[src/console_link_pkg.sv]
// Shared constants, types and helpers for the host link record interpreter
// How it works
// Numeral-to-symbol conversion sends a 3E record with headed parameters, ended by CR.
// Host stores every character before the CR into its input buffer.
// With no headed parameter left, host sends 80 text CR, awaits F8, answers F1.
// A headed parameter found in the host symbol table is replaced by its symbol.
// A headed parameter without entry loses its header; host keeps scanning.
// After conversion the host returns an 80 record with symbols, ended by CR.
// Device sends F8 CR once the symbolic text has been displayed.
// Host closes the conversion exchange with F1 CR.
// Each command output line goes to the host as an 80 record ending CR.
// Host acknowledges each output line with F8 CR after printing or filing it.
// In local mode with host-on active, print-on is forwarded as illegal command.
// Local mode offers exactly four console sequences: char/text read and write.
// Console character read opens with key input request code 8A.
// With a console key pending, device replies F9, the character, CR.
// A key forwarded during a character read is not echoed to the console.
// With no key pending during a character read, device replies F8 CR.
// Host requests a console line with 88 CR.
// Device answers a line request with F9, the typed line and CR.
// At most 255 line characters are forwarded; further typed characters are dropped.
// Host 82 record: characters go to the console with no CR or LF added.
// After a raw character output the device sends F8 CR.
// An 80 line output writes text and CR to the console, then a LF.
// After a console line output the device sends F8 CR.
// On the quit record the host returns to its OS; host-on is cancelled.
// Records open with backslash and two hex digits; the next CR ends them.
package console_link_pkg;

    localparam logic [7:0] CH_BSLASH     = 8'h5c;
    localparam logic [7:0] CH_CR         = 8'h0d;
    localparam logic [7:0] CH_LF         = 8'h0a;

    localparam logic [7:0] CODE_CONV     = 8'h3e;
    localparam logic [7:0] CODE_LINE     = 8'h80;
    localparam logic [7:0] CODE_RAW      = 8'h82;
    localparam logic [7:0] CODE_LINE_REQ = 8'h88;
    localparam logic [7:0] CODE_KEY_REQ  = 8'h8a;
    localparam logic [7:0] CODE_ACK      = 8'hf8;
    localparam logic [7:0] CODE_DATA     = 8'hf9;
    localparam logic [7:0] CODE_END      = 8'hf1;

    localparam logic [7:0] LINE_MAX      = 8'hff;
    localparam logic [1:0] HEAD_LAST     = 2'h2;

    typedef enum logic [1:0] {EV_CODE, EV_DATA, EV_END} ev_kind_e;

    function automatic logic [7:0] hex_char(input logic [3:0] n);
        return (n < 4'ha) ? (8'h30 + {4'h0, n}) : (8'h37 + {4'h0, n});
    endfunction

    // Upper bit flags a legal digit; either letter case is taken
    function automatic logic [4:0] hex_value(input logic [7:0] c);
        logic [4:0] r;
        r = 5'h00;
        if (c >= 8'h30 && c <= 8'h39) begin
            r = {1'b1, c[3:0]};
        end else if ((c >= 8'h41 && c <= 8'h46) || (c >= 8'h61 && c <= 8'h66)) begin
            r = {1'b1, c[3:0] + 4'h9};
        end
        return r;
    endfunction

endpackage

[src/link_event_if.sv]
// Parsed host record events passed from the receiver to the interpreter
`timescale 1ns/1ps
interface link_event_if;
    logic                        valid;
    console_link_pkg::ev_kind_e  kind;
    logic [7:0]                  data;
    logic                        ready;

    modport producer (output valid, output kind, output data, input ready);
    modport consumer (input valid, input kind, input data, output ready);
endinterface

[src/link_record_rx.sv]
// Host record receiver: splits incoming bytes into code, data and end events
`timescale 1ns/1ps
module link_record_rx (
    input  wire logic             clock_i,
    input  wire logic             rst_i,
    input  wire logic             link_rx_valid_i,
    input  wire logic [7:0]       link_rx_data_i,
    output logic                  link_rx_ready_o,
    link_event_if.producer        ev
);
    typedef enum logic [1:0] {HUNT, DIGIT_HI, DIGIT_LO, BODY} rx_state_e;

    typedef struct packed {
        rx_state_e                 state;
        logic [3:0]                hi;
        logic                      valid;
        console_link_pkg::ev_kind_e kind;
        logic [7:0]                data;
    } rx_s;

    rx_s        st;
    rx_s        next_st;
    logic [4:0] digit;

    // One event slot; a new byte is taken when the slot is empty or empties this cycle
    assign link_rx_ready_o = !st.valid || ev.ready;
    assign ev.valid        = st.valid;
    assign ev.kind         = st.kind;
    assign ev.data         = st.data;

    always_comb begin
        next_st = st;
        digit   = console_link_pkg::hex_value(link_rx_data_i);
        if (st.valid && ev.ready) begin
            next_st.valid = 1'b0;
        end
        if (link_rx_valid_i && link_rx_ready_o) begin
            unique case (st.state)
                HUNT: begin
                    // Anything outside a record is discarded until a backslash
                    if (link_rx_data_i == console_link_pkg::CH_BSLASH) begin
                        next_st.state = DIGIT_HI;
                    end
                end
                DIGIT_HI: begin
                    next_st.hi    = digit[3:0];
                    next_st.state = digit[4] ? DIGIT_LO : HUNT;
                end
                DIGIT_LO: begin
                    if (digit[4]) begin
                        next_st.valid = 1'b1;
                        next_st.kind  = console_link_pkg::EV_CODE;
                        next_st.data  = {st.hi, digit[3:0]};
                        next_st.state = BODY;
                    end else begin
                        next_st.state = HUNT;
                    end
                end
                BODY: begin
                    next_st.valid = 1'b1;
                    next_st.data  = link_rx_data_i;
                    if (link_rx_data_i == console_link_pkg::CH_CR) begin
                        next_st.kind  = console_link_pkg::EV_END;
                        next_st.state = HUNT;
                    end else begin
                        next_st.kind  = console_link_pkg::EV_DATA;
                    end
                end
            endcase
        end
    end

    always_ff @(posedge clock_i or posedge rst_i) begin
        if (rst_i) begin
            st <= '0;
        end else begin
            st <= next_st;
        end
    end
endmodule

[src/console_link_records.sv]
// Record interpreter between emulator core, operator console and host link
`timescale 1ns/1ps
module console_link_records (
    input  wire logic        clock_i,
    input  wire logic        rst_i,
    input  wire logic        link_rx_valid_i,
    input  wire logic [7:0]  link_rx_data_i,
    output logic             link_rx_ready_o,
    output logic             link_tx_valid_o,
    output logic [7:0]       link_tx_data_o,
    input  wire logic        link_tx_ready_i,
    input  wire logic        key_valid_i,
    input  wire logic [7:0]  key_data_i,
    output logic             con_tx_valid_o,
    output logic [7:0]       con_tx_data_o,
    input  wire logic        con_tx_ready_i,
    input  wire logic        core_start_i,
    input  wire logic        core_kind_i,
    input  wire logic        core_valid_i,
    input  wire logic [7:0]  core_data_i,
    input  wire logic        core_last_i,
    output logic             core_ready_o,
    output logic             done_o,
    output logic             busy_o,
    input  wire logic        local_mode_i,
    input  wire logic        host_on_i,
    input  wire logic        print_on_i,
    output logic             print_forward_o,
    output logic             print_local_o
);
    typedef enum logic [3:0] {
        IDLE, WAIT_TEXT, WAIT_ACK, WAIT_END, SKIP, KEY_REPLY, LINE_READ, CON_COPY,
        CON_CR, CON_LF, HEAD, BODY_CORE, BODY_CHAR, BODY_LINE, TAIL, FINISH
    } state_e;

    typedef enum logic [1:0] {B_NONE, B_CORE, B_CHAR, B_LINE} body_e;

    typedef struct packed {
        state_e      state;
        state_e      resume;
        state_e      goal;
        state_e      after;
        body_e       body;
        logic [7:0]  code;
        logic [1:0]  step;
        logic        lf;
        logic [7:0]  idx;
        logic [7:0]  line_len;
        logic        key_valid;
        logic [7:0]  key_byte;
        logic [7:0]  out_char;
        logic        tx_valid;
        logic [7:0]  tx_data;
        logic        con_valid;
        logic [7:0]  con_data;
        logic        done;
        logic        fwd;
        logic        lcl;
    } st_s;

    st_s         st;
    st_s         next_st;
    logic        ev_ready;
    logic        core_ready;
    logic        tx_free;
    logic        con_free;
    logic        mem_we;
    logic [7:0]  line_mem [0:254];
    logic [7:0]  mem_rd;

    link_event_if ev ();

    link_record_rx rx (
        .clock_i         (clock_i),
        .rst_i           (rst_i),
        .link_rx_valid_i (link_rx_valid_i),
        .link_rx_data_i  (link_rx_data_i),
        .link_rx_ready_o (link_rx_ready_o),
        .ev              (ev)
    );

    assign ev.ready = ev_ready;
    assign mem_rd   = line_mem[st.idx];

    // Opens an outgoing record, core or reply; the head, any body (none for B_NONE) and closing CR follow in turn
    function automatic st_s open_record(input st_s s, input logic [7:0] code, input body_e b, input state_e a);
        st_s r;
        r       = s;
        r.code  = code;
        r.body  = b;
        r.after = a;
        r.step  = 2'h0;
        r.idx   = 8'h00;
        r.state = HEAD;
        return r;
    endfunction

    always_comb begin
        next_st      = st;
        next_st.done = 1'b0;
        ev_ready     = 1'b0;
        core_ready   = 1'b0;
        mem_we       = 1'b0;
        tx_free      = !st.tx_valid || link_tx_ready_i;
        con_free     = !st.con_valid || con_tx_ready_i;
        if (st.tx_valid && link_tx_ready_i) begin
            next_st.tx_valid = 1'b0;
        end
        if (st.con_valid && con_tx_ready_i) begin
            next_st.con_valid = 1'b0;
        end
        // Single pending key; further keys are lost until it is taken
        if (key_valid_i && !st.key_valid) begin
            next_st.key_valid = 1'b1;
            next_st.key_byte  = key_data_i;
        end
        next_st.fwd = print_on_i && local_mode_i && host_on_i;
        next_st.lcl = print_on_i && !(local_mode_i && host_on_i);

        unique case (st.state)
            IDLE, WAIT_TEXT, WAIT_ACK, WAIT_END: begin
                // Core start wins over host records in IDLE so its pulse is not lost there; in the WAIT states it is ignored
                if (st.state == IDLE && core_start_i) begin
                    if (core_kind_i) begin
                        next_st = open_record(next_st, console_link_pkg::CODE_CONV, B_CORE, WAIT_TEXT);
                    end else begin
                        next_st = open_record(next_st, console_link_pkg::CODE_LINE, B_CORE, WAIT_ACK);
                    end
                end else if (ev.valid) begin
                    ev_ready       = 1'b1;
                    next_st.resume = st.state;
                    next_st.goal   = st.state;
                    if (ev.kind == console_link_pkg::EV_CODE) begin
                        next_st.state = SKIP;
                        // Console sequences are only served in local mode, except an 80 line that is also taken in WAIT_TEXT
                        if (ev.data == console_link_pkg::CODE_KEY_REQ && local_mode_i) begin
                            next_st.goal = KEY_REPLY;
                        end else if (ev.data == console_link_pkg::CODE_LINE_REQ && local_mode_i) begin
                            next_st.goal     = LINE_READ;
                            next_st.line_len = 8'h00;
                        end else if (ev.data == console_link_pkg::CODE_RAW && local_mode_i) begin
                            next_st.state = CON_COPY;
                            next_st.lf    = 1'b0;
                        end else if (ev.data == console_link_pkg::CODE_LINE
                                     && (local_mode_i || st.state == WAIT_TEXT)) begin
                            next_st.state = CON_COPY;
                            next_st.lf    = 1'b1;
                            if (st.state == WAIT_TEXT) begin
                                next_st.resume = WAIT_END;
                            end
                        end else if (ev.data == console_link_pkg::CODE_ACK && st.state == WAIT_ACK) begin
                            next_st.goal = FINISH;
                        end else if (ev.data == console_link_pkg::CODE_END && st.state == WAIT_END) begin
                            next_st.goal = FINISH;
                        end
                    end
                end
            end
            SKIP: begin
                ev_ready = ev.valid;
                if (ev.valid && ev.kind == console_link_pkg::EV_END) begin
                    next_st.state = st.goal;
                end
            end
            KEY_REPLY: begin
                // The key goes to the host only; nothing is written to the console
                if (st.key_valid) begin
                    // A key typed as the held one leaves takes the freed slot
                    next_st.key_valid = key_valid_i;
                    next_st.key_byte  = key_data_i;
                    next_st.out_char  = st.key_byte;
                    next_st = open_record(next_st, console_link_pkg::CODE_DATA, B_CHAR, st.resume);
                end else begin
                    next_st = open_record(next_st, console_link_pkg::CODE_ACK, B_NONE, st.resume);
                end
            end
            LINE_READ: begin
                if (st.key_valid) begin
                    next_st.key_valid = key_valid_i;
                    next_st.key_byte  = key_data_i;
                    if (st.key_byte == console_link_pkg::CH_CR) begin
                        next_st = open_record(next_st, console_link_pkg::CODE_DATA, B_LINE, st.resume);
                    end else if (st.line_len < console_link_pkg::LINE_MAX) begin
                        mem_we           = 1'b1;
                        next_st.line_len = st.line_len + 8'h01;
                    end
                end
            end
            CON_COPY: begin
                if (ev.valid && ev.kind == console_link_pkg::EV_DATA) begin
                    if (con_free) begin
                        ev_ready          = 1'b1;
                        next_st.con_valid = 1'b1;
                        next_st.con_data  = ev.data;
                    end
                end else if (ev.valid) begin
                    ev_ready = 1'b1;
                    if (st.lf) begin
                        next_st.state = CON_CR;
                    end else begin
                        next_st = open_record(next_st, console_link_pkg::CODE_ACK, B_NONE, st.resume);
                    end
                end
            end
            CON_CR: begin
                if (con_free) begin
                    next_st.con_valid = 1'b1;
                    next_st.con_data  = console_link_pkg::CH_CR;
                    next_st.state     = CON_LF;
                end
            end
            CON_LF: begin
                if (con_free) begin
                    next_st.con_valid = 1'b1;
                    next_st.con_data  = console_link_pkg::CH_LF;
                    next_st = open_record(next_st, console_link_pkg::CODE_ACK, B_NONE, st.resume);
                end
            end
            HEAD: begin
                if (tx_free) begin
                    next_st.tx_valid = 1'b1;
                    next_st.step     = st.step + 2'h1;
                    unique case (st.step)
                        2'h0:    next_st.tx_data = console_link_pkg::CH_BSLASH;
                        2'h1:    next_st.tx_data = console_link_pkg::hex_char(st.code[7:4]);
                        default: next_st.tx_data = console_link_pkg::hex_char(st.code[3:0]);
                    endcase
                    if (st.step == console_link_pkg::HEAD_LAST) begin
                        unique case (st.body)
                            B_NONE: next_st.state = TAIL;
                            B_CORE: next_st.state = BODY_CORE;
                            B_CHAR: next_st.state = BODY_CHAR;
                            B_LINE: next_st.state = BODY_LINE;
                        endcase
                    end
                end
            end
            BODY_CORE: begin
                core_ready = tx_free;
                if (core_valid_i && tx_free) begin
                    next_st.tx_valid = 1'b1;
                    next_st.tx_data  = core_data_i;
                    if (core_last_i) begin
                        next_st.state = TAIL;
                    end
                end
            end
            BODY_CHAR: begin
                if (tx_free) begin
                    next_st.tx_valid = 1'b1;
                    next_st.tx_data  = st.out_char;
                    next_st.state    = TAIL;
                end
            end
            BODY_LINE: begin
                if (st.idx == st.line_len) begin
                    next_st.state = TAIL;
                end else if (tx_free) begin
                    next_st.tx_valid = 1'b1;
                    next_st.tx_data  = mem_rd;
                    next_st.idx      = st.idx + 8'h01;
                end
            end
            TAIL: begin
                if (tx_free) begin
                    next_st.tx_valid = 1'b1;
                    next_st.tx_data  = console_link_pkg::CH_CR;
                    next_st.state    = st.after;
                end
            end
            FINISH: begin
                next_st.done  = 1'b1;
                next_st.state = IDLE;
            end
        endcase
    end

    // Line storage has no reset; only the first line_len entries are ever read
    always_ff @(posedge clock_i) begin
        if (mem_we) begin
            line_mem[st.line_len] <= st.key_byte;
        end
    end

    // IDLE is the zero code of the state type
    always_ff @(posedge clock_i or posedge rst_i) begin
        if (rst_i) begin
            st <= '0;
        end else begin
            st <= next_st;
        end
    end

    assign link_tx_valid_o = st.tx_valid;
    assign link_tx_data_o  = st.tx_data;
    assign con_tx_valid_o  = st.con_valid;
    assign con_tx_data_o   = st.con_data;
    assign core_ready_o    = core_ready;
    assign done_o          = st.done;
    assign busy_o          = st.state != IDLE;
    assign print_forward_o = st.fwd;
    assign print_local_o   = st.lcl;
endmodule

[config.mk]
export PLATFORM = sky130hd
export DESIGN_NAME = console_link_records
export DESIGN_NICKNAME = d
export VERILOG_FILES = /design/src/console_link_pkg.sv /design/src/link_event_if.sv /design/src/link_record_rx.sv /design/src/console_link_records.sv
export SDC_FILE = /design/constraint.sdc
export NUM_CORES = 2
export LEC_CHECK = 0
export BUFFER_PORTS_ARGS = -buffer_cell sky130_fd_sc_hd__buf_4
export CORE_MARGIN = 5
export CORE_UTILIZATION = 35
export CTS_CLUSTER_DIAMETER = 30
export DETAILED_ROUTE_END_ITERATION = 16
export PLACE_DENSITY_LB_ADDON = 0.3
export SLEW_MARGIN = 25
export SYNTH_ARGS = -nofsm -noshare
export SYNTH_HDL_FRONTEND = slang
export SYNTH_SLANG_ARGS = --single-unit
[constraint.sdc]
create_clock -name clock_i -period 5.59 [get_ports clock_i]
set_clock_uncertainty 0.15 [all_clocks]
set_input_delay 1.118 -clock clock_i [delete_from_list [all_inputs] [get_ports clock_i]]
set_output_delay 1.118 -clock clock_i [all_outputs]
set_load 0.1 [all_outputs]
; Word level (Yosys, flattened, before mapping)
; Memories as Yosys holds them, arrays and structs flattened.
; Cells that the tools add are included.
[word_totals]
ff_bits = 100
mem_bits_rw = 2040
inputBits = 37
output_inout_bits = 24
wordCells = 281
n_memories = 1
[op_classes]
addsub = 8
magnitude_cmp = 9
n_eq_ne = 69
muxes = 103
bitwise = 6
n_reduce_logical = 60
[memory_table]
columns = name, words, word_bits, read_ports, rd_clocked_by_memory_dff, wr, line_no
row1 = line_mem, 255, 8, 1, 0, 1, console_link_records.sv:68  ; logic [7:0] line_mem [0:254];
[ops]
columns = operator, count
row1 = $mux 83, 3
row2 = $mux 71, 2
row3 = $pmux 25 s5, 1
row4 = $pmux 22 s5, 1
row5 = $mux 9, 10
row6 = $pmux 9 s10, 1
row7 = $mux 8, 11
row8 = $mux 69, 1
row9 = $mux 67, 1
row10 = $mux 4, 15
row11 = $pmux 9 s6, 1
row12 = $ne 2x2->1 const B, 26
row13 = $pmux 4 s13, 1
row14 = $eq 8x8->1 const B, 6
row15 = $pmux 8 s6, 1
row16 = $mux 38, 1
row17 = $mux 37, 1
row18 = $mux 12, 3
row19 = $reduce_and 12->1, 3
row20 = $eq 4x4->1 const B, 8
row21 = $add 6x4->7 const A, 4
row22 = $logic_and 1x1->1, 22
row23 = $mux 11, 2
row24 = $pmux 11 s2, 1
row25 = other kinds (54), 129

; Longest topological paths before layout
[logic_depth]
depth_word = 12
ltp_mapped = 13
mapped_depth_nobuf = 10

; Modules after synthesis
; From an unflattened synthesis, not the netlist that was laid out.
[hier_totals]
hier_cells = 4366
area_unflattened_um2 = 85452.0
[modules_own_cells]
columns = module, n_inst, cells_each, area_per_inst_um2, seq_area_each_um2
row1 = console_link_records, 1, 4242, 84323.4, 63235.6
row2 = link_record_rx, 1, 124, 1128.6, 425.4

; Worst setup path before layout
; No wires, ideal clock.
[synth_path]
path_kind = flip-flop to flip-flop
start = register st[30] in the netlist's numbering
end = memory line_mem[224][0], enable pin
setup_time_ns = 0.370
arrival_time_ns = 5.364
t_required_ns = 5.070
path_slack_ns = -0.294
path_stages_with_launch = 10
n_path_buf = 2
synth_period_minus_slack_ns = 5.884
path_cell_list = dfrtp_1 > nor4bb_1 > nand2_1 > o31ai_1 > or2_2 > buf_2 > nor3b_1 > nand3_1 > buf_2 > nor2_1
[synth_via]
elab_chain_len = 6
[synth_lines]
columns = item, line_no
row1 = "start, declared", console_link_records.sv:61  ; st_s st;
row2 = "start signal, assigned", console_link_records.sv:290  ; st <= next_st;
row3 = $eq 8x4->1, console_link_records.sv:181  ; if (st.key_byte == console_link_pkg::CH_CR) begin
row4 = $mux 1, console_link_records.sv:181
row5 = $mux 1, console_link_records.sv:178  ; if (st.key_valid) begin
row6 = $mux 1, console_link_records.sv:120  ; unique case (st.state)
row7 = $mux 1, console_link_records.sv:280  ; if (mem_we) begin
row8 = $mux 1 (not written as such), console_link_records.sv:281  ; line_mem[st.line_len] <= st.key_byte;
row9 = "end, declared", console_link_records.sv:68
; No other way between the ends.

; Worst setup path in the final report
[layout_path]
start = register st[81] in the netlist's numbering
end = memory line_mem[225][3], enable pin
[layout_via]
elab_chain_len = 4
[layout_lines]
columns = item, line_no
row1 = $eq 4x3->1, console_link_records.sv:120
row2 = $mux 1, console_link_records.sv:120
row3 = $mux 1, console_link_records.sv:280
row4 = $mux 1 (not written as such), console_link_records.sv:281
; No other way between the ends.

==> results.sh <==
export IMPL_outcome="complete, no violations"
export IMPL_synth_async_reset_ratio_pct=4.49
export IMPL_cts_hold_repair_buffers=0
export IMPL_number_of_library_cell_types_mapped_by_synthesis=77
export IMPL_static_leakage_power_nw=32.9
export IMPL_syn_instance_count=4432
export IMPL_power_density_nw_per_um2=503
export IMPL_timing_max_transition_violations_final=0
export IMPL_path_cells="nand2b_1 -> nor2_1 -> nand2_1 -> or2_2 -> nor3b_1 -> buf_4 -> nand3_1 -> nor2_1"
export IMPL_number_of_synthesized_register_bits=2136
export IMPL_ctsLongestPathBuffers=4
export IMPL_power_net_switching_mw=14.1
export IMPL_die_area_um2=254000
export IMPL_synthesis_area_um2=85300
export IMPL_grt_util_all_layers_pct=19.6
export IMPL_internal_power_mw=38.3
export IMPL_grt_ovfl_total=0
export IMPL_clock_root_buffer_master="sky130_fd_sc_hd__clkbuf_16"
export IMPL_hold_worst_slack_ns=0.156
export IMPL_antenna_violation_net_count_after_detailed_routing=0
export IMPL_worst_path_max_fanout=23
export IMPL_timing_critical_path_from_type="register"
export IMPL_tritoncts="built"
export IMPL_synth_yosys_seq_area_share_pct=74.6
export IMPL_timing_max_slew_rel_slack_pct=27.4
export IMPL_design_portCount=61
export IMPL_timing_critical_path_arrival_ns=5.27
export IMPL_yosysWarningCount=0
export IMPL_maxClockFrequency_mhz=206
export IMPL_setup_viol_count_final=0
export IMPL_tritoncts_num_buffers=427
export IMPL_netlist_area_leader_share_pct=71.8
export IMPL_number_of_setup_buffers_added_after_cts=0
export IMPL_drive_gt1_share_pct=28.4
export IMPL_worst_ep_required_time_ns=6.01
export IMPL_cts_sink_count=2136
export IMPL_min_path_type="primary input to async pin"
export IMPL_crit_slowest_cell="sky130_fd_sc_hd__nor2_1"
export IMPL_setup_worst_path_class="register to register"
export IMPL_totalNegativeSetupSlack_ns=0
export IMPL_critPathCaptureType="register"
export IMPL_cts_max_level=5
export IMPL_routabilityCongestion=0.881
export IMPL_floorplan_die_height_um=504
export IMPL_dpl_hpwl_um=153000
export IMPL_hold_violation_count_in_the_final_report=0
export IMPL_dpl_cell_count=7570
export IMPL_clk_latency_ns=0.95
export IMPL_core_area_um2=243000
export IMPL_dr_first_iter_drc_count=5932
export IMPL_finalCriticalPeriod_ns=4.85
export IMPL_final_critical_path_setup_slack_ns=0.738
export IMPL_worst_path_dominant_cell_family="simple AND/OR/NAND/NOR gates"
export IMPL_drt_wl_total_um=253000
export IMPL_layout_cells_non_filler=8354
export IMPL_floorplan_initialDensity_pct=35.1
export IMPL_synth_enable_flop_cells=2040
export IMPL_via_count=46970
export IMPL_drv_max_cap_violation_count=0
export IMPL_netSwitchingFraction_pct=26.9
export IMPL_drc_violation_count_after_routing=0
export IMPL_clkTransAtPathRegs_ns=0.05
export IMPL_post_synth_cell_area_avg_um2=19.2
export IMPL_pre_cts_ws_ns=0.842
export IMPL_grt_max_degree=187
export IMPL_grt_antenna_before_repair=19
export IMPL_irDropWorstVdd_mv=0.431
export IMPL_cp_slowest_stage_delay_ns=0.89
export IMPL_rows=181
export IMPL_wire_length_of_the_first_global_routing_pass_um=357000
export IMPL_synthToLayoutAreaGrowth_pct=22.0
export IMPL_cp_buffers_inverters=1
export IMPL_post_cts_resized=0
export IMPL_power_frac_comb_pct=12.3
export IMPL_vias_per_cell=5.62
export IMPL_fp_dieW_um=504
export IMPL_routed_wire_length_per_instance_um=30.2
export IMPL_post_synth_top_area_cell="sky130_fd_sc_hd__edfxtp_1"
export IMPL_fin_nets=4855
export IMPL_netlist_top_cells_area="sky130_fd_sc_hd__edfxtp_1 72%, sky130_fd_sc_hd__mux4_2 12%, sky130_fd_sc_hd__dfrtp_1 2.8%"
export IMPL_fillerInstances=20957
export IMPL_timing_worst_slew_pin_value_ns=1.09
export IMPL_power_clock_fraction_pct=48.4
export IMPL_placement_io_buffers=60
export IMPL_cp_common_cell="sky130_fd_sc_hd__nor2_1"
export IMPL_fraction_of_the_cycle_the_final_worst_path_needs_pct=86.8
export IMPL_dominantRegCellSynth="sky130_fd_sc_hd__edfxtp_1"
export IMPL_share_seq_of_total_power_pct=39.3
export IMPL_number_of_detailed_route_iterations_in_the_first_pass=6
export IMPL_mappedNetlistNets=4487
export IMPL_grt_setup_unrepaired="false"
export IMPL_via_count_of_the_first_global_routing_pass=46976
## sequential cells by signal, summed over array words and instances (netlist names), 2 cells and up
name and cells:
con_tx_data_o 8, line_mem 2040, link_tx_data_o 8, rx.ev.data 8, rx.ev.kind 2, rx.st 6, st 58
## power by group through the flow
stage | clock network (mW) | logic (mW) | registers, mW
3_3_place_gp | 0 | 6.29 | 20.9
3_5_place_dp | 0 | 6.40 | 20.9
4_1_cts | 25.5 | 6.40 | 20.6
5_1_grt | 26.4 | 6.77 | 20.6
6_report | 25.3 | 6.45 | 20.6
2_1_floorplan | 0 | 2.62 | 21.9
## worst register-to-register path: cells and delay by family (launching register included)
family,cells,cell delay (ns)
flip-flops,1,0.72
AND/OR/NAND/NOR,7,3.32
buffers and inverters,1,0.30
## path summary, 6_finish.rpt
| path | startpoint | to | slack (ns) | cells after the start |
|---|---|---|---|---|
| setup / recovery | st[81] | line_mem[225][3] | 0.74 | 8 |
| hold / removal | rst_i | st[31] | 0.16 | 2 |
| setup reg to reg | st[81] | line_mem[225][3] | 0.74 | 8 |
| hold reg to reg | st[77] | st[77] | 0.34 | 1 |
| max in group asynchronous | rst_i | st[33] | 3.90 | 3 |
| min in group clock_i | host_on_i | print_local_o | 0.26 | 2 |
## metrics by stage
stage	cell area, um2	util (%)	power (mW)
2_1_floorplan	85300	-	24.5
3_3_place_gp	89600	36.9	27.1
3_5_place_dp	89600	36.9	27.3
4_1_cts	104000	42.8	52.5
5_1_grt	104000	42.9	53.8
6_report	104000	42.9	52.3
## logic make-up (layout without fill, tap and decap cells)
group                    after synthesis  after routing  share of synthesized area (%)
AND/OR/NAND/NOR                      706            706                           3.64
XOR/XNOR                              16             16                          0.164
multiplexers                         684            684                           14.6
flip-flops                          2136           2136                           74.6
other                                  0              4                              0
adder cells (fa/ha/maj)               18             18                          0.264
buffers and inverters                315           1031                           2.18
AO/OA/AOI/OAI                        557            557                           4.51
## layout by cell type (no fill, tap or decap), types with 42 or more instances in the layout
cell                         synthesis  final
sky130_fd_sc_hd__clkinvlp_4          0     59
sky130_fd_sc_hd__a21oi_1            91     91
sky130_fd_sc_hd__bufinv_16           0     57
sky130_fd_sc_hd__nor2_1            347    345
sky130_fd_sc_hd__dfrtp_1            96     83
sky130_fd_sc_hd__mux2i_1           196    196
sky130_fd_sc_hd__clkinv_1            0     42
sky130_fd_sc_hd__o221ai_1           74     74
sky130_fd_sc_hd__mux4_2            437    437
sky130_fd_sc_hd__buf_4              39    200
sky130_fd_sc_hd__o22ai_1            63     63
sky130_fd_sc_hd__nand2_1           159    147
sky130_fd_sc_hd__edfxtp_1         2040   2040
sky130_fd_sc_hd__o21ai_0            94     94
sky130_fd_sc_hd__clkinv_2            0     69
sky130_fd_sc_hd__clkbuf_16           0    430
sky130_fd_sc_hd__mux2_2             47     47
sky130_fd_sc_hd__a22oi_1            47     47
## cells in the mapped netlist (8+ instances only)
| cell | number |
|---|---|
| sky130_fd_sc_hd__clkbuf_1 | 116 |
| sky130_fd_sc_hd__nor2b_1 | 21 |
| sky130_fd_sc_hd__buf_1 | 26 |
| sky130_fd_sc_hd__o31ai_1 | 18 |
| sky130_fd_sc_hd__a21o_1 | 9 |
| sky130_fd_sc_hd__nor2_1 | 347 |
| sky130_fd_sc_hd__o21ai_0 | 94 |
| sky130_fd_sc_hd__mux2i_1 | 196 |
| sky130_fd_sc_hd__buf_2 | 47 |
| sky130_fd_sc_hd__dfrtp_1 | 96 |
| sky130_fd_sc_hd__nand4_1 | 10 |
| sky130_fd_sc_hd__o32ai_1 | 11 |
| sky130_fd_sc_hd__a31oi_1 | 18 |
| sky130_fd_sc_hd__nand2_1 | 159 |
| sky130_fd_sc_hd__o211ai_1 | 12 |
| sky130_fd_sc_hd__mux2_2 | 47 |
| sky130_fd_sc_hd__a22o_1 | 9 |
| sky130_fd_sc_hd__a21oi_1 | 91 |
| sky130_fd_sc_hd__ha_1 | 18 |
| sky130_fd_sc_hd__nor3_1 | 38 |
| sky130_fd_sc_hd__o22ai_1 | 63 |
| sky130_fd_sc_hd__or3_1 | 10 |
| sky130_fd_sc_hd__a22oi_1 | 47 |
| sky130_fd_sc_hd__inv_1 | 32 |
| sky130_fd_sc_hd__nand2b_1 | 25 |
| sky130_fd_sc_hd__buf_8 | 13 |
| sky130_fd_sc_hd__edfxtp_1 | 2040 |
| sky130_fd_sc_hd__buf_4 | 39 |
| sky130_fd_sc_hd__a211oi_1 | 32 |
| sky130_fd_sc_hd__and3_1 | 11 |
| sky130_fd_sc_hd__a32oi_1 | 8 |
| sky130_fd_sc_hd__nand3_1 | 33 |
| sky130_fd_sc_hd__o221ai_1 | 74 |
| sky130_fd_sc_hd__xnor2_1 | 12 |
| sky130_fd_sc_hd__and2_1 | 19 |
| sky130_fd_sc_hd__mux4_2 | 437 |
| sky130_fd_sc_hd__buf_6 | 39 |
## per-layer routing
| layer | global-route usage, % | vias to the layer above | wire length (um) |
|---|---|---|---|
| met5 | 0 | - | 24 |
| met4 | 7.08 | 4 | 8840 |
| met3 | 4.75 | 475 | 25600 |
| met2 | 29.8 | 2705 | 115000 |
| met1 | 27.7 | 24704 | 103000 |
| li1 | - | 19082 | - |
## final cells by class
class	instances	area (um2)	share of cell area (%)
sequential	2136	63700	61.2
multi-input combinational	1981	19900	19.1
clock buffer	461	10900	10.5
tap	3202	4010	3.85
clock inverter	316	3510	3.37
timing repair buffer	221	1940	1.87
inverter	33	134	0.129
antenna	4	10.0	0.00962
(Power assumes the default switching activity.)
